[src/inc/ssd_defs.svh]
// Offsets, field positions, reset values and counts of the switch decoder
`ifndef SSD_DEFS_SVH
`define SSD_DEFS_SVH

// ----------------------------------------------------------------
// Register byte offsets
// ----------------------------------------------------------------
`define SSD_OFS_STATUS 4'h0
`define SSD_OFS_DECODE 4'h4
`define SSD_OFS_NET_ADDR 4'h8
`define SSD_OFS_NET_RATE 4'hc
`define SSD_OFS_SWITCHES 5'h10
`define SSD_ADDR_W 5
`define SSD_ADDR_SPAN 5'h14

// ----------------------------------------------------------------
// Field positions
// ----------------------------------------------------------------
`define SSD_ST_DONE 0
`define SSD_ST_INVALID 1
`define SSD_ST_MISMATCH 2
`define SSD_ST_HOLD 3
`define SSD_ST_SRC 4
`define SSD_ST_CLEAR 5
`define SSD_DEC_ADDR 0
`define SSD_DEC_RATE 8
`define SSD_DEC_VALVE 16
`define SSD_DEC_IBUS 20
`define SSD_DEC_DIAG 24

// ----------------------------------------------------------------
// Switch positions inside the banks (bit 0 is position 1)
// ----------------------------------------------------------------
`define SSD_B2_DIAG0 0
`define SSD_B2_DIAG1 1
`define SSD_B2_HOLD 2
`define SSD_B2_SRC 3
`define SSD_B2_MEM 4

// ----------------------------------------------------------------
// Decode limits and reset values
// ----------------------------------------------------------------
`define SSD_DIGIT_MAX 4'h9
`define SSD_ADDR_PGM_MIN 8'h40
`define SSD_ADDR_TEN 8'h0a
`define SSD_RATE_PGM_MIN 4'h3
`define SSD_RST_ADDR 6'h00
`define SSD_RST_VALVE 3'h4
`define SSD_DIAG_B0 4'h0
`define SSD_DIAG_B1 4'h4
`define SSD_DIAG_B2 4'h6
`define SSD_DIAG_B3 4'hc
`define SSD_SETTLE_CYCLES 3'h4

`endif

[src/inc/ssd_pkg.sv]
// Types shared by the switch decoder files
package ssd_pkg;

    // Fieldbus data rate codes
    typedef enum logic [1:0] {
        SSD_RATE_125K = 2'h0,
        SSD_RATE_250K = 2'h1,
        SSD_RATE_500K = 2'h2
    } ssd_rate_e;

    // Internal bus speed codes
    typedef enum logic [1:0] {
        SSD_IBUS_1M = 2'h0,
        SSD_IBUS_500K = 2'h1,
        SSD_IBUS_250K = 2'h2,
        SSD_IBUS_125K = 2'h3
    } ssd_ibus_e;

    // Power-up sequence states, one-hot
    typedef enum logic [2:0] {
        SSD_SETTLE = 3'h1,
        SSD_LATCH = 3'h2,
        SSD_RUN = 3'h4
    } ssd_state_e;

endpackage

[src/rtl/ssd_sync.sv]
// Two-flop synchroniser for the switch pins
`timescale 1ns/1ns
`default_nettype none

module ssd_sync #(
    parameter int WIDTH = 24
) (
    // Clock and reset
    input wire logic clk,
    input wire logic reset_n,
    // Pin side and clock side
    input wire logic [WIDTH-1:0] pinIn,
    output logic [WIDTH-1:0] syncOut
);

    // First stage feeds only the second stage
    logic [WIDTH-1:0] meta_reg;

    // Both stages clear to the all-OFF position
    always_ff @(posedge clk) begin
        if (!reset_n) begin
            meta_reg <= '0;
            syncOut <= '0;
        end else begin
            meta_reg <= pinIn;
            syncOut <= meta_reg;
        end
    end

endmodule
`default_nettype wire

[src/rtl/ssd_cfg_memory.sv]
// Manifold configuration reference store and power-up comparison
`timescale 1ns/1ns
`default_nettype none

module ssd_cfg_memory #(
    parameter int CFG_W = 32
) (
    // Clock and reset
    input wire logic clk,
    input wire logic reset_n,
    // Power-up capture request
    input wire logic capture,
    input wire logic compareMode,
    input wire logic [CFG_W-1:0] presentConfig,
    // Result
    output logic mismatch
);

    // Reference survives reset, like a non-volatile store
    logic [CFG_W-1:0] reference_reg;

    // Store the reference when the memory switch is OFF
    always_ff @(posedge clk) begin
        if (capture && !compareMode) begin
            reference_reg <= presentConfig;
        end
    end

    // Compare once at power-up, flag stays until next reset
    always_ff @(posedge clk) begin
        if (!reset_n) begin
            mismatch <= 1'b0;
        end else if (capture && compareMode) begin
            mismatch <= (reference_reg != presentConfig);
        end
    end

endmodule
`default_nettype wire

[src/rtl/ssd_switch_decoder.sv]
// Setting switch decoder with AXI4-Lite register access
// ----------------------------------------------------------------
// How it works
// - Sample switches at power-up, ignore later changes
// - All-OFF and zero digits give default configuration
// - Address is tens times ten plus units
// - Rate digit 0/1/2 gives 125/250/500 kbps
// - Programmed rate digit takes network-written rate
// - Source selector picks switches or network controller
// - Bank one 1-2 select valve output size
// - Bank one 3-4 select internal bus speed
// - Diagnostic mode adds 0/4/6/12 input bytes
// - Hold/clear decides outputs on error or idle
// - Memory switch ON compares stored configuration
// - Memory switch OFF stores present configuration
// - Bank two positions 6-8 are ignored
// ----------------------------------------------------------------
`timescale 1ns/1ns
`default_nettype none
`include "ssd_defs.svh"

module ssd_switch_decoder
    import ssd_pkg::*;
#(
    parameter int CFG_W = 32
) (
    // Clock and reset
    input wire logic clk,
    input wire logic reset_n,
    // Setting switch pins
    input wire logic [3:0] tensDigitSwitch,
    input wire logic [3:0] unitsDigitSwitch,
    input wire logic [3:0] rateDigitSwitch,
    input wire logic [3:0] switchBankOne,
    input wire logic [7:0] switchBankTwo,
    // Manifold and fieldbus status from the I/O path
    input wire logic [CFG_W-1:0] manifoldConfig,
    input wire logic commError,
    input wire logic busIdle,
    // Decoded configuration
    output logic [5:0] nodeAddress,
    output logic [1:0] netRate,
    output logic [2:0] valveBytes,
    output logic [1:0] internalBusRate,
    output logic [3:0] diagBytes,
    output logic holdOutputs,
    output logic outputsClear,
    output logic configInvalid,
    output logic configMismatch,
    output logic decodeDone,
    // AXI4-Lite write channels
    input wire logic [`SSD_ADDR_W-1:0] awaddr,
    input wire logic awvalid,
    output logic awready,
    input wire logic [31:0] wdata,
    input wire logic [3:0] wstrb,
    input wire logic wvalid,
    output logic wready,
    output logic [1:0] bresp,
    output logic bvalid,
    input wire logic bready,
    // AXI4-Lite read channels
    input wire logic [`SSD_ADDR_W-1:0] araddr,
    input wire logic arvalid,
    output logic arready,
    output logic [31:0] rdata,
    output logic [1:0] rresp,
    output logic rvalid,
    input wire logic rready
);

    // ------------------------------------------------------------
    // Switch synchronisation and power-up sequence
    // ------------------------------------------------------------
    logic [23:0] pinBundle; // All switch pins in one vector
    logic [23:0] syncBundle; // Pins after two flops
    ssd_state_e state_reg; // Power-up sequence state
    ssd_state_e state_next;
    logic [2:0] settle_reg; // Synchroniser flush counter
    logic [3:0] tens_reg; // Latched tens digit
    logic [3:0] units_reg; // Latched units digit
    logic [3:0] rateDigit_reg; // Latched rate digit
    logic [3:0] bankOne_reg; // Latched bank one
    logic [4:0] bankTwo_reg; // Latched bank two, positions 1-5
    logic capture_reg; // Configuration memory strobe
    logic [5:0] netAddr_reg; // Address written over the network
    logic [1:0] netRate_reg; // Rate written over the network

    assign pinBundle = {tensDigitSwitch, unitsDigitSwitch,
                        rateDigitSwitch, switchBankOne, switchBankTwo};

    ssd_sync #(
        .WIDTH(24)
    ) u_sync (
        .clk(clk),
        .reset_n(reset_n),
        .pinIn(pinBundle),
        .syncOut(syncBundle)
    );

    // Sequence: flush synchroniser, latch once, then run
    always_comb begin
        case (state_reg)
            SSD_SETTLE: begin
                state_next = (settle_reg == `SSD_SETTLE_CYCLES) ?
                             SSD_LATCH : SSD_SETTLE;
            end
            SSD_LATCH: begin
                state_next = SSD_RUN;
            end
            SSD_RUN: begin
                state_next = SSD_RUN;
            end
            default: begin
                state_next = SSD_SETTLE;
            end
        endcase
    end

    // State and settle counter
    always_ff @(posedge clk) begin
        if (!reset_n) begin
            state_reg <= SSD_SETTLE;
            settle_reg <= 3'h0;
        end else begin
            state_reg <= state_next;
            if (state_reg == SSD_SETTLE) begin
                settle_reg <= settle_reg + 3'h1;
            end
        end
    end

    // Latch switches once; reset values are the OFF positions
    always_ff @(posedge clk) begin
        if (!reset_n) begin
            tens_reg <= 4'h0;
            units_reg <= 4'h0;
            rateDigit_reg <= 4'h0;
            bankOne_reg <= 4'h0;
            bankTwo_reg <= 5'h00;
        end else if (state_reg == SSD_LATCH) begin
            tens_reg <= syncBundle[23:20];
            units_reg <= syncBundle[19:16];
            rateDigit_reg <= syncBundle[15:12];
            bankOne_reg <= syncBundle[11:8];
            bankTwo_reg <= syncBundle[4:0];
        end
    end

    // One strobe to the configuration memory after the latch
    always_ff @(posedge clk) begin
        if (!reset_n) begin
            capture_reg <= 1'b0;
        end else begin
            capture_reg <= (state_reg == SSD_LATCH);
        end
    end

    ssd_cfg_memory #(
        .CFG_W(CFG_W)
    ) u_cfg (
        .clk(clk),
        .reset_n(reset_n),
        .capture(capture_reg),
        .compareMode(bankTwo_reg[`SSD_B2_MEM]),
        .presentConfig(manifoldConfig),
        .mismatch(configMismatch)
    );

    // ------------------------------------------------------------
    // Decode
    // ------------------------------------------------------------
    wire logic running = (state_reg == SSD_RUN);
    wire logic srcNetwork = bankTwo_reg[`SSD_B2_SRC];
    wire logic [7:0] addrSum = 8'(tens_reg * `SSD_ADDR_TEN)
                               + {4'h0, units_reg};
    wire logic digitBad = (tens_reg > `SSD_DIGIT_MAX)
                          || (units_reg > `SSD_DIGIT_MAX);
    wire logic rateBad = (rateDigit_reg > `SSD_DIGIT_MAX);
    wire logic addrPgm = (addrSum >= `SSD_ADDR_PGM_MIN) && !digitBad;
    wire logic ratePgm = (rateDigit_reg >= `SSD_RATE_PGM_MIN)
                         && !rateBad;
    wire logic invalidNext = ((addrPgm || ratePgm) && !srcNetwork)
                             || digitBad || rateBad;
    wire logic useNetAddr = srcNetwork && addrPgm;
    wire logic useNetRate = srcNetwork && ratePgm;
    wire logic [5:0] addrNext = invalidNext ? `SSD_RST_ADDR :
                                useNetAddr ? netAddr_reg :
                                addrSum[5:0];
    wire logic [1:0] rateNext = invalidNext ? SSD_RATE_125K :
                                useNetRate ? netRate_reg :
                                rateDigit_reg[1:0];
    wire logic [2:0] valveNext = `SSD_RST_VALVE
                                 - {1'b0, bankOne_reg[0],
                                    bankOne_reg[1]};
    wire logic [1:0] ibusNext = {bankOne_reg[2],
                                 bankOne_reg[3]};
    wire logic [1:0] diagMode = {bankTwo_reg[`SSD_B2_DIAG1],
                                 bankTwo_reg[`SSD_B2_DIAG0]};
    wire logic [3:0] diagNext = (diagMode == 2'h0) ? `SSD_DIAG_B0 :
                                (diagMode == 2'h1) ? `SSD_DIAG_B1 :
                                (diagMode == 2'h2) ? `SSD_DIAG_B2 :
                                `SSD_DIAG_B3;
    wire logic holdNext = bankTwo_reg[`SSD_B2_HOLD];

    // Decoded outputs follow the latched switches and network values
    always_ff @(posedge clk) begin
        if (!reset_n) begin
            nodeAddress <= `SSD_RST_ADDR;
            netRate <= SSD_RATE_125K;
            valveBytes <= `SSD_RST_VALVE;
            internalBusRate <= SSD_IBUS_1M;
            diagBytes <= `SSD_DIAG_B0;
            holdOutputs <= 1'b0;
            configInvalid <= 1'b0;
            decodeDone <= 1'b0;
        end else if (running) begin
            nodeAddress <= addrNext;
            netRate <= rateNext;
            valveBytes <= valveNext;
            internalBusRate <= ibusNext;
            diagBytes <= diagNext;
            holdOutputs <= holdNext;
            configInvalid <= invalidNext;
            decodeDone <= 1'b1;
        end
    end

    // Clear outputs on fieldbus error or idle unless hold is chosen
    always_ff @(posedge clk) begin
        if (!reset_n) begin
            outputsClear <= 1'b0;
        end else begin
            outputsClear <= running && !holdNext
                            && (commError || busIdle);
        end
    end

    // ------------------------------------------------------------
    // AXI4-Lite slave
    // ------------------------------------------------------------
    wire logic wrGo = awvalid && wvalid && !awready && !bvalid;
    wire logic rdGo = arvalid && !arready && !rvalid;
    wire logic [3:0] wrOfs = awaddr[3:0];
    wire logic [3:0] rdOfs = araddr[3:0];
    wire logic wrMapped = (awaddr < `SSD_ADDR_SPAN) && !awaddr[1]
                          && !awaddr[0];
    wire logic rdMapped = (araddr < `SSD_ADDR_SPAN) && !araddr[1]
                          && !araddr[0];
    wire logic [31:0] statusWord = {26'h0, outputsClear,
                                    srcNetwork, holdOutputs,
                                    configMismatch, configInvalid,
                                    decodeDone};
    wire logic [31:0] decodeWord = {4'h0, diagBytes, 2'h0,
                                    internalBusRate, 1'b0, valveBytes,
                                    6'h00, netRate, 2'h0, nodeAddress};
    wire logic [31:0] switchWord = {11'h000, bankTwo_reg,
                                    bankOne_reg, rateDigit_reg,
                                    units_reg, tens_reg};
    wire logic [31:0] rdWord =
        !rdMapped ? 32'h0 :
        araddr[4] ? switchWord :
        (rdOfs == `SSD_OFS_STATUS) ? statusWord :
        (rdOfs == `SSD_OFS_DECODE) ? decodeWord :
        (rdOfs == `SSD_OFS_NET_ADDR) ? {26'h0, netAddr_reg} :
        {30'h0, netRate_reg};

    // Write: take address and data together, answer next cycle
    always_ff @(posedge clk) begin
        if (!reset_n) begin
            awready <= 1'b0;
            wready <= 1'b0;
            bvalid <= 1'b0;
            bresp <= 2'h0;
        end else begin
            awready <= wrGo;
            wready <= wrGo;
            if (awready) begin
                bvalid <= 1'b1;
                bresp <= wrMapped ? 2'h0 : 2'h2;
            end else if (bready) begin
                bvalid <= 1'b0;
            end
        end
    end

    // Network-programmed address and rate, written by the controller
    always_ff @(posedge clk) begin
        if (!reset_n) begin
            netAddr_reg <= 6'h00;
            netRate_reg <= SSD_RATE_125K;
        end else if (wrGo && wrMapped && !awaddr[4] && wstrb[0]) begin
            if (wrOfs == `SSD_OFS_NET_ADDR) begin
                netAddr_reg <= wdata[5:0];
            end else if (wrOfs == `SSD_OFS_NET_RATE) begin
                netRate_reg <= wdata[1:0];
            end
        end
    end

    // Read: accept address, answer data next cycle
    always_ff @(posedge clk) begin
        if (!reset_n) begin
            arready <= 1'b0;
            rvalid <= 1'b0;
            rdata <= 32'h0;
            rresp <= 2'h0;
        end else begin
            arready <= rdGo;
            if (rdGo) begin
                rdata <= rdWord;
                rresp <= rdMapped ? 2'h0 : 2'h2;
            end
            if (arready) begin
                rvalid <= 1'b1;
            end else if (rready) begin
                rvalid <= 1'b0;
            end
        end
    end

    // ------------------------------------------------------------
    // Assertions
    // ------------------------------------------------------------
    AST_RUN_HOLDS: assert property (@(posedge clk) disable iff (!reset_n)
        running |=> running && $stable(tens_reg)
        && $stable(bankOne_reg))
        else $error("switch latch changed after power-up");

    AST_DEFAULTS: assert property (@(posedge clk) disable iff (!reset_n)
        !decodeDone |-> nodeAddress == 6'h00 && valveBytes == 3'h4
        && diagBytes == 4'h0 && netRate == 2'h0)
        else $error("outputs not at defaults before decode");

    AST_ADDR_SUM: assert property (@(posedge clk) disable iff (!reset_n)
        running && !invalidNext && !useNetAddr
        |=> nodeAddress == 6'(tens_reg * 4'ha + units_reg))
        else $error("node address not tens*10+units");

    AST_NET_RATE: assert property (@(posedge clk) disable iff (!reset_n)
        running && useNetRate && !invalidNext
        |=> netRate == $past(netRate_reg))
        else $error("programmed rate not taken from network");

    AST_VALVE_SIZE: assert property (@(posedge clk) disable iff (!reset_n)
        running && bankOne_reg[1:0] == 2'h3 |=> valveBytes == 3'h1)
        else $error("both valve switches ON must give one byte");

    AST_IBUS: assert property (@(posedge clk) disable iff (!reset_n)
        running && bankOne_reg[3:2] == 2'h1 |=> internalBusRate == 2'h2)
        else $error("position 3 ON must give 250 kbps");

    AST_DIAG: assert property (@(posedge clk) disable iff (!reset_n)
        running && diagMode == 2'h2 |=> diagBytes == 4'h6)
        else $error("diagnostic mode 2 must add six bytes");

    AST_CLEAR: assert property (@(posedge clk) disable iff (!reset_n)
        running && holdNext |=> !outputsClear)
        else $error("outputs cleared while hold is selected");

    AST_INVALID: assert property (@(posedge clk) disable iff (!reset_n)
        configInvalid |-> nodeAddress == 6'h00 && netRate == 2'h0)
        else $error("invalid setting did not fall back to defaults");

    AST_MISMATCH: assert property (@(posedge clk) disable iff (!reset_n)
        running && !capture_reg |=> $stable(configMismatch))
        else $error("mismatch flag changed outside power-up check");

endmodule
`default_nettype wire

[config.mk]
export PLATFORM = sky130hd
export DESIGN_NAME = ssd_switch_decoder
export DESIGN_NICKNAME = d
export VERILOG_FILES = /design/src/inc/ssd_pkg.sv /design/src/rtl/ssd_sync.sv /design/src/rtl/ssd_cfg_memory.sv /design/src/rtl/ssd_switch_decoder.sv
export VERILOG_INCLUDE_DIRS = /design/src /design/src/inc
export SDC_FILE = /design/constraint.sdc
export NUM_CORES = 1
export LEC_CHECK = 0
export ABC_AREA = 1
export BUFFER_PORTS_ARGS = -buffer_cell sky130_fd_sc_hd__buf_4
export CAP_MARGIN = 20
export CORE_ASPECT_RATIO = 0.6
export CORE_MARGIN = 2
export CORE_UTILIZATION = 45
export CTS_CLUSTER_DIAMETER = 100
export CTS_CLUSTER_SIZE = 14
export DETAILED_ROUTE_END_ITERATION = 16
export PLACE_DENSITY = 0.74
export SKIP_LAST_GASP = 1
export SLEW_MARGIN = 20
export SYNTH_ARGS = -nofsm -noshare
export SYNTH_HDL_FRONTEND = slang
export SYNTH_SLANG_ARGS = --single-unit
export TNS_END_PERCENT = 30
[constraint.sdc]
create_clock -name clk -period 2.8 [get_ports clk]
set_input_delay 0.7 -clock clk [delete_from_list [all_inputs] [get_ports clk]]
set_output_delay 0.7 -clock clk [all_outputs]
set_load 0.005 [all_outputs]
* Word-level counts from Yosys, hierarchy flattened
Index checks and enable logic that the tools add are counted.
** Word-level totals
- Flip-flop bits (word level) :: 178
- Word-level logic and storage cells :: 120
- Output and inout bits :: 63
** Operators by class
- Equal/unequal tests :: 11
- Magnitude comparators :: 7
- $add $sub $neg :: 3
- Bitwise operators :: 1
- $mul :: 1
- Reductions and logical operators :: 47
- Muxes and demuxes :: 20
** Operator list (count)
- $mux 28 :: 4
- $ne 32x32->1 :: 1
- $logic_and 1x1->1 :: 21
- $mux 6 :: 3
- $logic_not 1->1 :: 14
- $eq 4x4->1 const B :: 3
- $gt 4x4->1 const B :: 3
- $mux 4 :: 3
- $lt 5x5->1 const B :: 2
- $mux 2 :: 5
- $add 8x4->8 :: 1
- $ge 8x7->1 const B :: 1
- $mul 4x3->7 const B :: 1
- $eq 3x3->1 const B :: 2
- $pmux 3 s2 :: 1
- $logic_or 1x1->1 :: 5
- $eq 4x3->1 const B :: 1
- $ge 4x2->1 const B :: 1
- $logic_not 4->1 :: 1
- $mux 1 :: 4
- $reduce_bool 2->1 :: 2
- $add 3x1->3 const B :: 1
- $eq 3x1->1 const B :: 1
- $eq 3x2->1 const B :: 1
- other kinds (8) :: 8

* Depth between registers and ports, before layout
Gate-level depths: netlist of the first run.
- Depth after elaboration :: 9
- Mapped depth :: 17

* Hierarchy
From an unflattened synthesis of the first run, not the netlist that was laid out.
** Unflattened totals
- Cells, all modules :: 844
- Area total of the unflattened synthesis :: 6912.9 µm²
** Modules (own cells, without submodules)
- ssd_switch_decoder :: cells an instance 518, area an instance 3960.0 µm², times used 1
- ssd_cfg_memory :: cells an instance 177, area an instance 1591.5 µm², times used 1
- ssd_sync :: cells an instance 149, area an instance 1361.3 µm², times used 1

* Worst setup path before layout of the first run
No wires, ideal clock.
- Path kind :: register -> register
- Start :: register tens_reg[3]
- End :: register nodeAddress[0]
- Stages on the path, launching flop included :: 17
- Path slack :: 0.414 ns
- Setup time :: 0.135 ns
- Buffers on the path :: 0
- Data required time :: 2.665 ns
- Arrival :: 2.251 ns
- Period minus slack after synthesis :: 2.386 ns
- Path through :: dfxtp_1 ha_1 ha_1 inv_1 fa_1 inv_1 nand2_1 a21oi_1 nand3_1 nand2_1 inv_2 nand2_4 nand2_4 nand2_4 nand2_8 nand3_2 a21oi_2
** Between the ends
- Word-level cells in the longest chain between the ends :: 9
** RTL lines
- start, declared :: RTL line ssd_switch_decoder.sv:80 : logic [3:0] tens_reg;
- start signal, assigned :: RTL line ssd_switch_decoder.sv:142 : tens_reg <= syncBundle[23:20];
- $mul 4x3->7 (no line) / $gt 4x4->1 (equally long branches)
- $add 8x4->8 / $logic_or 1x1->1 (equally long branches) :: RTL line ssd_switch_decoder.sv:175, ssd_switch_decoder.sv:177
- $ge 8x7->1 (no line) / $logic_not 1->1 (equally long branches)
- $logic_and 1x1->1 :: RTL line ssd_switch_decoder.sv:180 : wire logic addrPgm = (addrSum >= `SSD_ADDR_PGM_MIN) && !digitBad;
- $logic_or 1x1->1 :: RTL line ssd_switch_decoder.sv:183 : wire logic invalidNext = ((addrPgm || ratePgm) && !srcNetwork)
- $logic_and 1x1->1 :: RTL line ssd_switch_decoder.sv:183
- $logic_or 1x1->1 (2 in series) :: RTL line ssd_switch_decoder.sv:184 : || digitBad || rateBad;
- $mux 6 (*) :: RTL line ssd_switch_decoder.sv:187 : wire logic [5:0] addrNext = invalidNext ? `SSD_RST_ADDR :
- end signal, assigned :: RTL line ssd_switch_decoder.sv:209 : nodeAddress <= `SSD_RST_ADDR;
- end signal, assigned :: RTL line ssd_switch_decoder.sv:218 : nodeAddress <= addrNext;
- end, declared :: RTL line ssd_switch_decoder.sv:41 : output logic [5:0] nodeAddress,
Mark *: on every way between the ends. The rest lies on a longest branch, timed or not.
A chain may end at the register's enable or synchronous reset.

* Final worst setup path of the first run
- Start :: register tens_reg[1]
- End :: register nodeAddress[5]
Same word-level chain as after synthesis.

==> metrics.yaml, run 1 <==
sta:
  slew_viol_final: 0
  tns_ns: 0
  tightest_slew_ns: 0.5836
  finalSetupViolCount: 0
  finalCritPeriodShare_pct: 91.43
  hold_viol_final: 0
  min_period_ns: 2.560
  worst_clock_skew_ns: 0.01403
  rsz0062_at_grt: "no"
  relSlewSlack_pct: 60.79
  clock.fmax_ghz: 0.3906
route:
  ant_nets: 0
  via_per_inst: 4.728
  drt-initial-drc-count: 423
  drc: 0
  first_pass_iters: 5
  drt_wl_total_mm: 15.22
  vias: 5300
  post_drt_wl_per_cell_um: 13.57
yosys:
  synth_compound_area_share_pct: 12.26
  synthCells: 778
  yosys.cell_types.count: 46
  synthMuxAreaShare_pct: 0
  synth_area_mm2: 0.006715
  ys_ff_latch: 162
  avgSynthCellArea_um2: 8.631
  ys_warn_count: 0
  synth_seq_area_share_pct: 53.07
  synth_top_family_by_area: "simple AND/OR/NAND/NOR gates"
  yosys.area_share.simple_pct: 20.01
  synth_xor_area_share_pct: 1.696
  synth_fa_ha_area_share_pct: 2.459
worst_setup_path:
  critical_path_arrival_ns: 2.87
  cp-endpoint: "nodeAddress[5]"
  crit_type: "flop to flop"
  cp-start-kind: "flop"
  r2r_end: "nodeAddress[5]"
  crit_path_end_kind: "flop"
  crit_start: "tens_reg[1]"
  cp_data_required_time_ns: 3.11
  r2r_start: "tens_reg[1]"
  ff2ff_path_depth: 16
  crit_path_max_fanout: 8
  regToRegSetupSlack_ns: 0.24
finish:
  nFillCells: 1313
  finalInstanceArea_mm2: 0.008423
  layout_common_cells: "150 x nand2_1, 141 x buf_4, 129 x dfxtp_1, 118 x inv_1, 50 x o21ai_0"
  area_growth_syn_to_layout_pct: 25.43
  layout_commonest_cell: "nand2_1"
  layout.nets: 1033
  drive_gt1_share_pct: 25.46
  largest_reg_flops: 32
  antenna_cells: 0
global_routing:
  grt_pass1_wl_mm: 24.78
  antenna_found_initial: 0
  grt_usage_pct: 19.56
  grt_pass1_vias: 4889
  grt_overflow: 0
  grt_max_degree: 53
job:
  drv_cap: 0
place:
  postPlaceCellArea_mm2: 0.007839
  portBuffers: 131
  place_hpwl_mm: 11.12
  gp_congestion: 0.8470
power_and_ir_drop:
  ir_worst_vdd_mv: 0.3549
  power_density_mw_per_mm2: 588.5
  total_power_mw: 4.957
  leakagePower_nw: 3.817
die:
  die_area_mm2: 0.01595
  start_util_pct: 46.16
  dieWidth_um: 161.7
  die_h_um: 98.63
  rows: 34
  io_pins: 174
  core_mm2: 0.01455
cts:
  cts_tree: "built"
  cts_root_buf: "clkbuf_16"
  h-tree-depth: 4
  clock_latency_ns: 0.42
  clock_sinks: 162
  clk_pin_slew_ns: 0.07
  clockBufferDepth: 2
  cts_made_buffers: 17
  post_cts_buffers: 0
hold_path:
  min_path_cells: 2
  hold_class: "flop to flop"
run_status:
  status: "completed"
metal layers:
layer	wire (µm)	global-route usage, %	vias to the layer above
met5	0	0	-
met4	116	5.106	0
met3	999	3.914	11
met2	6091	27.65	151
met1	8009	30.28	2385
li1	-	-	2753
synth_stat cells (all sizes together):
cell type | number | area share (%)
xnor2 | 9 | 1.2
and3 | 2 | 0.19
clkinv | 2 | 0.15
nand4 | 11 | 1.0
fa | 2 | 0.60
xor2 | 4 | 0.52
inv | 126 | 7.0
o2111ai | 1 | 0.13
nand3 | 34 | 3.3
a22oi | 4 | 0.45
ha | 10 | 1.9
dlymetal6s2s | 1 | 0.19
nand2 | 158 | 9.6
o22ai | 1 | 0.093
o31ai | 2 | 0.22
nor2 | 53 | 3.5
o211ai | 5 | 0.56
or2 | 16 | 1.5
nor4 | 6 | 0.65
nor3 | 3 | 0.30
a211oi | 8 | 0.89
buf | 18 | 1.9
a21oi | 54 | 4.5
clkbuf | 18 | 1.2
edfxtp | 32 | 14
conb | 1 | 0.056
o21ai | 54 | 4.0
a221oi | 4 | 0.52
a31oi | 9 | 0.84
dfxtp | 130 | 39
critical path, stage by stage, from the launching register on:
cell,delay (ns)
dfxtp_1,0.42
ha_1,0.27
ha_1,0.21
inv_1,0.07
fa_1,0.46
inv_1,0.10
nand2_1,0.05
a21oi_1,0.16
nand3_1,0.09
nand2_1,0.09
inv_2,0.04
nand2_4,0.11
nand3_4,0.10
nand2_1,0.09
nand2_1,0.07
nand3_2,0.07
a21oi_2,0.05
metrics by stage:
stage                     setup WS, ns  instances  hold WS [ns]  util (%)
after CTS                       0.2178       1121        0.4121     57.89
after global placement          0.2729       1089        0.3961     53.88
after detailed placement        0.2259       1089        0.3999     53.88
final                           0.2398       1121        0.4107     57.89
after floorplan                 0.4137        787        0.3905         -
after global routing           0.03317       1121        0.4359     57.89
cell type report:
cell class	instances	area, µm²	share of cell area (%)
clock inverters	15	157.7	1.872
clock buffers	17	425.4	5.051
well taps	198	247.7	2.941
inverters	128	483.0	5.734
flip-flops and latches	162	3565	42.32
repair buffers	141	1059	12.57
multi-input cells	460	2486	29.52
how the worst min path moves through the flow:
| stage | startpoint | end | slack, ns |
|---|---|---|---|
| 2_1_floorplan | u_sync.meta_reg[0] | u_sync.syncOut[0] | 0.39 |
| 3_3_place_gp | u_sync.meta_reg[19] | u_sync.syncOut[19] | 0.40 |
| 3_5_place_dp | u_sync.meta_reg[14] | u_sync.syncOut[14] | 0.40 |
| 4_1_cts | u_sync.meta_reg[14] | u_sync.syncOut[14] | 0.41 |
| 5_1_grt | u_sync.meta_reg[2] | u_sync.syncOut[2] | 0.44 |
| 6_report | u_sync.meta_reg[14] | u_sync.syncOut[14] | 0.41 |
repair_timing:
action,in CTS,in global routing
resized for setup,0,1
hold buffers,0,0
endpoints found under the setup margin,0,1
power by group:
part	internal, mW	switching (mW)	leakage [nW]
clock	1.19	1.07	0.283
sequential	2.42	0.0163	1.35
combinational	0.126	0.135	2.19
cell families (layout without fill, tap and decap cells):
logic type                 after synthesis  after routing
AOI/OAI and AO/OA                      142            142
xor gates and xnor gates                13             13
adders and majority gates               12             12
buffers and inverters                  165            301
DFF                                    162            162
other                                    1             10
and+or+nand+nor                        283            283
(Power assumes the default switching activity.)
==> run 2: changes to the inputs <==
--- a/config.mk
+++ b/config.mk
@@ -6,7 +6,6 @@
 export SDC_FILE = /design/constraint.sdc
 export NUM_CORES = 1
 export LEC_CHECK = 0
-export ABC_AREA = 1
 export BUFFER_PORTS_ARGS = -buffer_cell sky130_fd_sc_hd__buf_4
 export CAP_MARGIN = 20
 export CORE_ASPECT_RATIO = 0.6
==> run 2 against run 1 <==
Compared with the run above: utilization is 0.19 points lower; via count is 8.5% lower; critical endpoint is now nodeAddress[1]; clock skew is 0.0026 ns lower.
==> metrics.yaml, run 2 <==
finish:
  antenna_cells: 0
  nFillCells: 1192
  layout_common_cells: "141 x buf_4, 130 x dfxtp_1, 76 x nand2_1, 50 x and2_1, 38 x nor2b_1"
  layout_commonest_cell: "buf_4"
  finalInstanceArea_mm2: 0.008273
  layout.nets: 869
  seq_area_mm2: 0.003563
  area_growth_syn_to_layout_pct: 26.81
  multi_input_area_mm2: 0.002753
  drive_gt1_share_pct: 25.96
  largest_reg_flops: 32
cts:
  clockBufferDepth: 2
  clock_sinks: 162
  h-tree-depth: 4
  cts_made_buffers: 17
  clock_latency_ns: 0.42
  cts_hold_buf: 0
  cts_root_buf: "clkbuf_16"
  cts_tree: "built"
  clk_pin_slew_ns: 0.07
worst_setup_path:
  crit_type: "flop to flop"
  critical_path_arrival_ns: 3.05
  cp-start-kind: "flop"
  crit_path_end_kind: "flop"
  crit_path_cell_trace: "ha_1, ha_2, inv_2, fa_2, nand2b_4, o211ai_1, nand3_2, a221oi_4, nand3_4, o21ai_1"
  cpMaxStageDelayCell: "fa_2"
  ff2ff_path_depth: 10
  cpPeakStageDelay_ns: 0.47
  crit_path_max_fanout: 6
  cp_data_required_time_ns: 3.15
route:
  drt-initial-drc-count: 354
  ant_nets: 0
  vias: 4852
  drt_wl_total_mm: 15.29
  via_per_inst: 5.070
  post_drt_wl_per_cell_um: 15.97
  first_pass_iters: 5
  drc: 0
yosys:
  ys_top_cells_by_count: "130 x dfxtp_1, 77 x nand2_1, 50 x and2_1"
  synth_area_leaders: "dfxtp_1 40%, edfxtp_1 15%, and2_1 4.8%"
  synth_edf_count: 32
  synth-async-reset-ratio_pct: 0
  synth_seq_area_share_pct: 54.62
  synth_area_mm2: 0.006524
  synthCells: 620
  yosys.area.top_type: "dfxtp_1"
  avgSynthCellArea_um2: 10.52
  synth_top_area_share_pct: 39.89
  synth_flop_cell: "dfxtp_1"
  ys_ff_latch: 162
  synth.most_common_cell: "dfxtp_1"
  yosys.cell_types.count: 55
  ys_warn_count: 0
die:
  rows: 34
  core_mm2: 0.01434
  dieWidth_um: 159.4
  io_pins: 174
  start_util_pct: 45.51
  die_area_mm2: 0.01551
  die_h_um: 97.27
power_and_ir_drop:
  total_power_mw: 4.945
  power_density_mw_per_mm2: 597.7
  ir_worst_vdd_mv: 0.3623
  leakagePower_nw: 3.305
global_routing:
  grt_pass1_wl_mm: 24.01
  grt_max_degree: 58
  grt_overflow: 0
  grt_usage_pct: 19.78
  antenna_found_initial: 0
  grt_pass1_vias: 4522
hold_path:
  hold_class: "flop to flop"
  min_path_cells: 1
sta:
  hold_viol_final: 0
  clock.fmax_ghz: 0.3703
  slew_viol_final: 0
  min_period_ns: 2.701
  finalCritPeriodShare_pct: 96.45
  worst_clock_skew_ns: 0.01145
  tightest_slew_ns: 0.7569
  finalSetupViolCount: 0
  relSlewSlack_pct: 49.54
job:
  drv_cap: 0
run_status:
  status: "completed"
place:
  postPlaceCellArea_mm2: 0.007657
  place_hpwl_mm: 11.22
  gp_congestion: 0.8604
  portBuffers: 131
-- run 2: cell types whose count changed in the layout (fill, tap and decap cells not counted), moves of 30 or more --
cell and delta:
and2_1 +50, o21ai_0 -40, nand2_1 -74, nor2b_1 +38
a21oi_1 -30, inv_1 -105, a21boi_0 +30
-- run 2: what timing repair did --
item | in CTS | in global routing
setup endpoints to repair | 0 | 8
resized for setup | 0 | 8
buffers inserted | 0 | 2
-- run 2: cell families after synthesis --
family / after synthesis / synth area share, %
AOI/OAI and AO/OA: 106 / 12.03
DFF: 162 / 54.62
muxes: 16 / 2.838
xor gates and xnor gates: 38 / 5.217
other: 1 / 0.05748
and+or+nand+nor: 227 / 18.55
buffers and inverters: 58 / 4.162
adders and majority gates: 12 / 2.532
-- run 2: routing by layer --
metal / up-vias / global-route usage [%] / part of all wire (%) / wire length, µm
li1: 2363 / - / - / -
met1: 2280 / 29.54 / 49 / 7564
met2: 193 / 27.63 / 42 / 6434
met3: 16 / 5.591 / 7.4 / 1131
met4: 0 / 5.944 / 1.0 / 157
met5: - / 0 / 0 / 0
-- run 2: final cells by class --
| cell class | instances | area share, % |
|---|---|---|
| inverter | 14 | 0.6352 |
| sequential | 162 | 43.07 |
| clock buffer | 19 | 5.611 |
| clock inverter | 13 | 1.376 |
| tap | 198 | 2.995 |
| timing repair buffer | 142 | 13.04 |
| multi-input combinational | 409 | 33.27 |
-- run 2: path summary, 6_finish.rpt --
check | startpoint | to | slack (ns)
hold reg to reg | u_sync.meta_reg[2] | u_sync.syncOut[2] | 0.43
hold / removal | u_sync.meta_reg[2] | u_sync.syncOut[2] | 0.43
setup / recovery | tens_reg[1] | nodeAddress[1] | 0.1
setup reg to reg | tens_reg[1] | nodeAddress[1] | 0.1
-- run 2: power breakdown --
part	leakage (nW)	internal [mW]	total (mW)	switching (mW)
logic	1.69	0.145	0.268	0.123
registers	1.35	2.42	2.44	0.0174
clock network	0.273	1.24	2.24	0.999
-- run 2: worst max-delay path, delay by kind of cell, from the launching register on --
kind | cells | cell delay (ns)
adders and majority gates | 3 | 0.96
and+or+nand+nor | 3 | 0.49
AOI/OAI and AO/OA | 3 | 0.80
DFF | 1 | 0.31
buffers and inverters | 1 | 0.07
-- run 2: stage by stage --
step	utilization, %	hold WS (ns)	setup TNS [ns]	std cells	setup WS [ns]
2_1_floorplan	-	0.4119	0	629	0.1679
3_3_place_gp	53.41	0.4221	0	923	0.1514
6_report	57.71	0.4296	0	957	0.09942
3_5_place_dp	53.41	0.4169	0	923	0.03558
5_1_grt	57.71	0.4479	-0.02168	957	-0.02047
4_1_cts	57.44	0.4315	0	955	0.02998
==> run 3: changes to the inputs <==
--- a/config.mk
+++ b/config.mk
@@ -14,6 +14,7 @@
 export CTS_CLUSTER_DIAMETER = 100
 export CTS_CLUSTER_SIZE = 14
 export DETAILED_ROUTE_END_ITERATION = 16
+export MAX_ROUTING_LAYER = met4
 export PLACE_DENSITY = 0.74
 export SKIP_LAST_GASP = 1
 export SLEW_MARGIN = 20
==> run 3 against run 2 <==
Compared with the run above: combinational power is essentially flat; critical path depth did not move; final area shrank 0.20%; fmax grew 0.65%; die area did not move; flip-flop and latch count is the same; highest routed layer unchanged.
==> metrics.yaml, run 3 (same netlist as run 2, synthesis figures left out) <==
run_status:
  status: "completed"
sta:
  worst_slack_ns: 0.1170
  clock.fmax_ghz: 0.3727
  rsz0062_at_grt: "no"
  tightest_slew_ns: 0.7357
  hold_ws_ns: 0.4287
  finalSetupViolCount: 0
  worst_clock_skew_ns: 0.008725
  hold_viol_final: 0
  min_period_ns: 2.683
  slew_viol_final: 0
  finalCritPeriodShare_pct: 95.82
  relSlewSlack_pct: 50.84
  tns_ns: 0
finish:
  seq_area_mm2: 0.003563
  antenna_cells: 0
  area_growth_syn_to_layout_pct: 26.56
  layout.nets: 870
  drive_gt1_share_pct: 25.92
  post-route-util_pct: 57.59
  final_cells: 958
  largest_reg_flops: 32
  finalInstanceArea_mm2: 0.008257
  layout_common_cells: "143 x buf_4, 130 x dfxtp_1, 76 x nand2_1, 50 x and2_1, 38 x nor2b_1"
  nFillCells: 1211
  layout_commonest_cell: "buf_4"
  multi_input_area_mm2: 0.002760
die:
  die_area_mm2: 0.01551
  io_pins: 174
  core_mm2: 0.01434
  rows: 34
  start_util_pct: 45.51
  die_h_um: 97.27
  dieWidth_um: 159.4
global_routing:
  grt_pass1_vias: 4771
  gr-usage-met3_pct: 6.402
  grt_usage_pct: 20.74
  grt_overflow: 0
  grt.met1_usage_pct: 28.65
  grt.busiest_layer: "met2"
  grt_max_degree: 67
  grt_pass1_wl_mm: 24.36
  antenna_found_initial: 0
  met2_usage_pct: 29.50
place:
  dp_cells: 925
  postPlaceCellArea_mm2: 0.007660
  place_hpwl_mm: 11.50
  portBuffers: 131
  gp_congestion: 0.8815
  dp_slack_ns: 0.07078
route:
  first_pass_iters: 5
  drt_wl_total_mm: 15.44
  drc: 0
  ant_nets: 0
  post_drt_wl_per_cell_um: 16.12
  drt-initial-drc-count: 361
  via_per_inst: 5.109
  vias: 4894
worst_setup_path:
  cpMaxStageDelayCell: "fa_2"
  crit_family: "adder cells"
  cp-start-kind: "flop"
  crit_path_end_kind: "flop"
  crit_path_cell_trace: "ha_1, ha_2, inv_1, fa_2, nand2b_4, o211ai_1, nand3_2, a221oi_4, nand3_4, o21ai_2"
  regToRegSetupSlack_ns: 0.12
  cpPeakStageDelay_ns: 0.45
  crit_type: "flop to flop"
  crit_path_max_fanout: 6
  cp_num_buf_inv: 1
  critical_path_arrival_ns: 3.04
  cp_data_required_time_ns: 3.15
power_and_ir_drop:
  total_power_mw: 4.888
  power.switching_mw: 1.091
  leakagePower_nw: 3.302
  p_int_mw: 3.796
  power_density_mw_per_mm2: 592.0
  power_frac_comb_pct: 5.4
  sequentialPowerShare_pct: 49.9
  ir_worst_vdd_mv: 0.3349
  switching_share_pct: 22.33
  p_clk_share_pct: 44.7
cts:
  cts_root_buf: "clkbuf_16"
  cts_tree: "built"
  clk_pin_slew_ns: 0.06
  cts_made_buffers: 17
  h-tree-depth: 4
  clockBufferDepth: 2
  clock_sinks: 162
  clock_latency_ns: 0.42
job:
  drv_cap: 0
hold_path:
  hold_class: "flop to flop"
run 3: cell types whose count changed in the layout (fill, tap and decap cells not counted), sizes merged:
cell      previous run  this run
buf                142       143
bufinv               0         1
clkbuf              19        18
clkinv               1         6
clkinvlp             4         3
inv                 22        18
run 3: final cells by class:
type / count / share of cell area (%)
flip-flops and latches: 162 / 43.16
multi-input cells: 409 / 33.43
repair buffers: 143 / 13.00
clock buffers: 18 / 5.198
well taps: 198 / 3.000
clock inverters: 14 / 1.576
inverters: 14 / 0.6365
run 3: power by group through the flow:
stage               Clock [mW]  Combinational [mW]  Sequential [mW]
floorplan                    0               0.135             2.48
global placement             0               0.250             2.49
detailed placement           0               0.264             2.49
CTS                       2.22               0.266             2.44
global route              2.33               0.289             2.44
finish                    2.19               0.265             2.44
run 3: timing repair:
| action | 4_1_cts | 5_1_grt |
|---|---|---|
| hold endpoints to repair | 0 | 0 |
| buffers inserted | 0 | 1 |
| endpoints found under the setup margin | 0 | 8 |
| hold buffers | 0 | 0 |
| resized for setup | 0 | 9 |
run 3: final timing paths:
kind,start,endpoint,depth (start not counted)
min reg2reg,u_sync.meta_reg[15],u_sync.syncOut[15],1
min,u_sync.meta_reg[15],u_sync.syncOut[15],1
max,tens_reg[1],nodeAddress[2],10
max reg2reg,tens_reg[1],nodeAddress[2],10
run 3: routing by layer:
metal / part of all wire [%] / wire, µm
met1: 47 / 7293
met2: 43 / 6688
met3: 8.4 / 1299
met4: 1.0 / 161
met5: 0 / 0
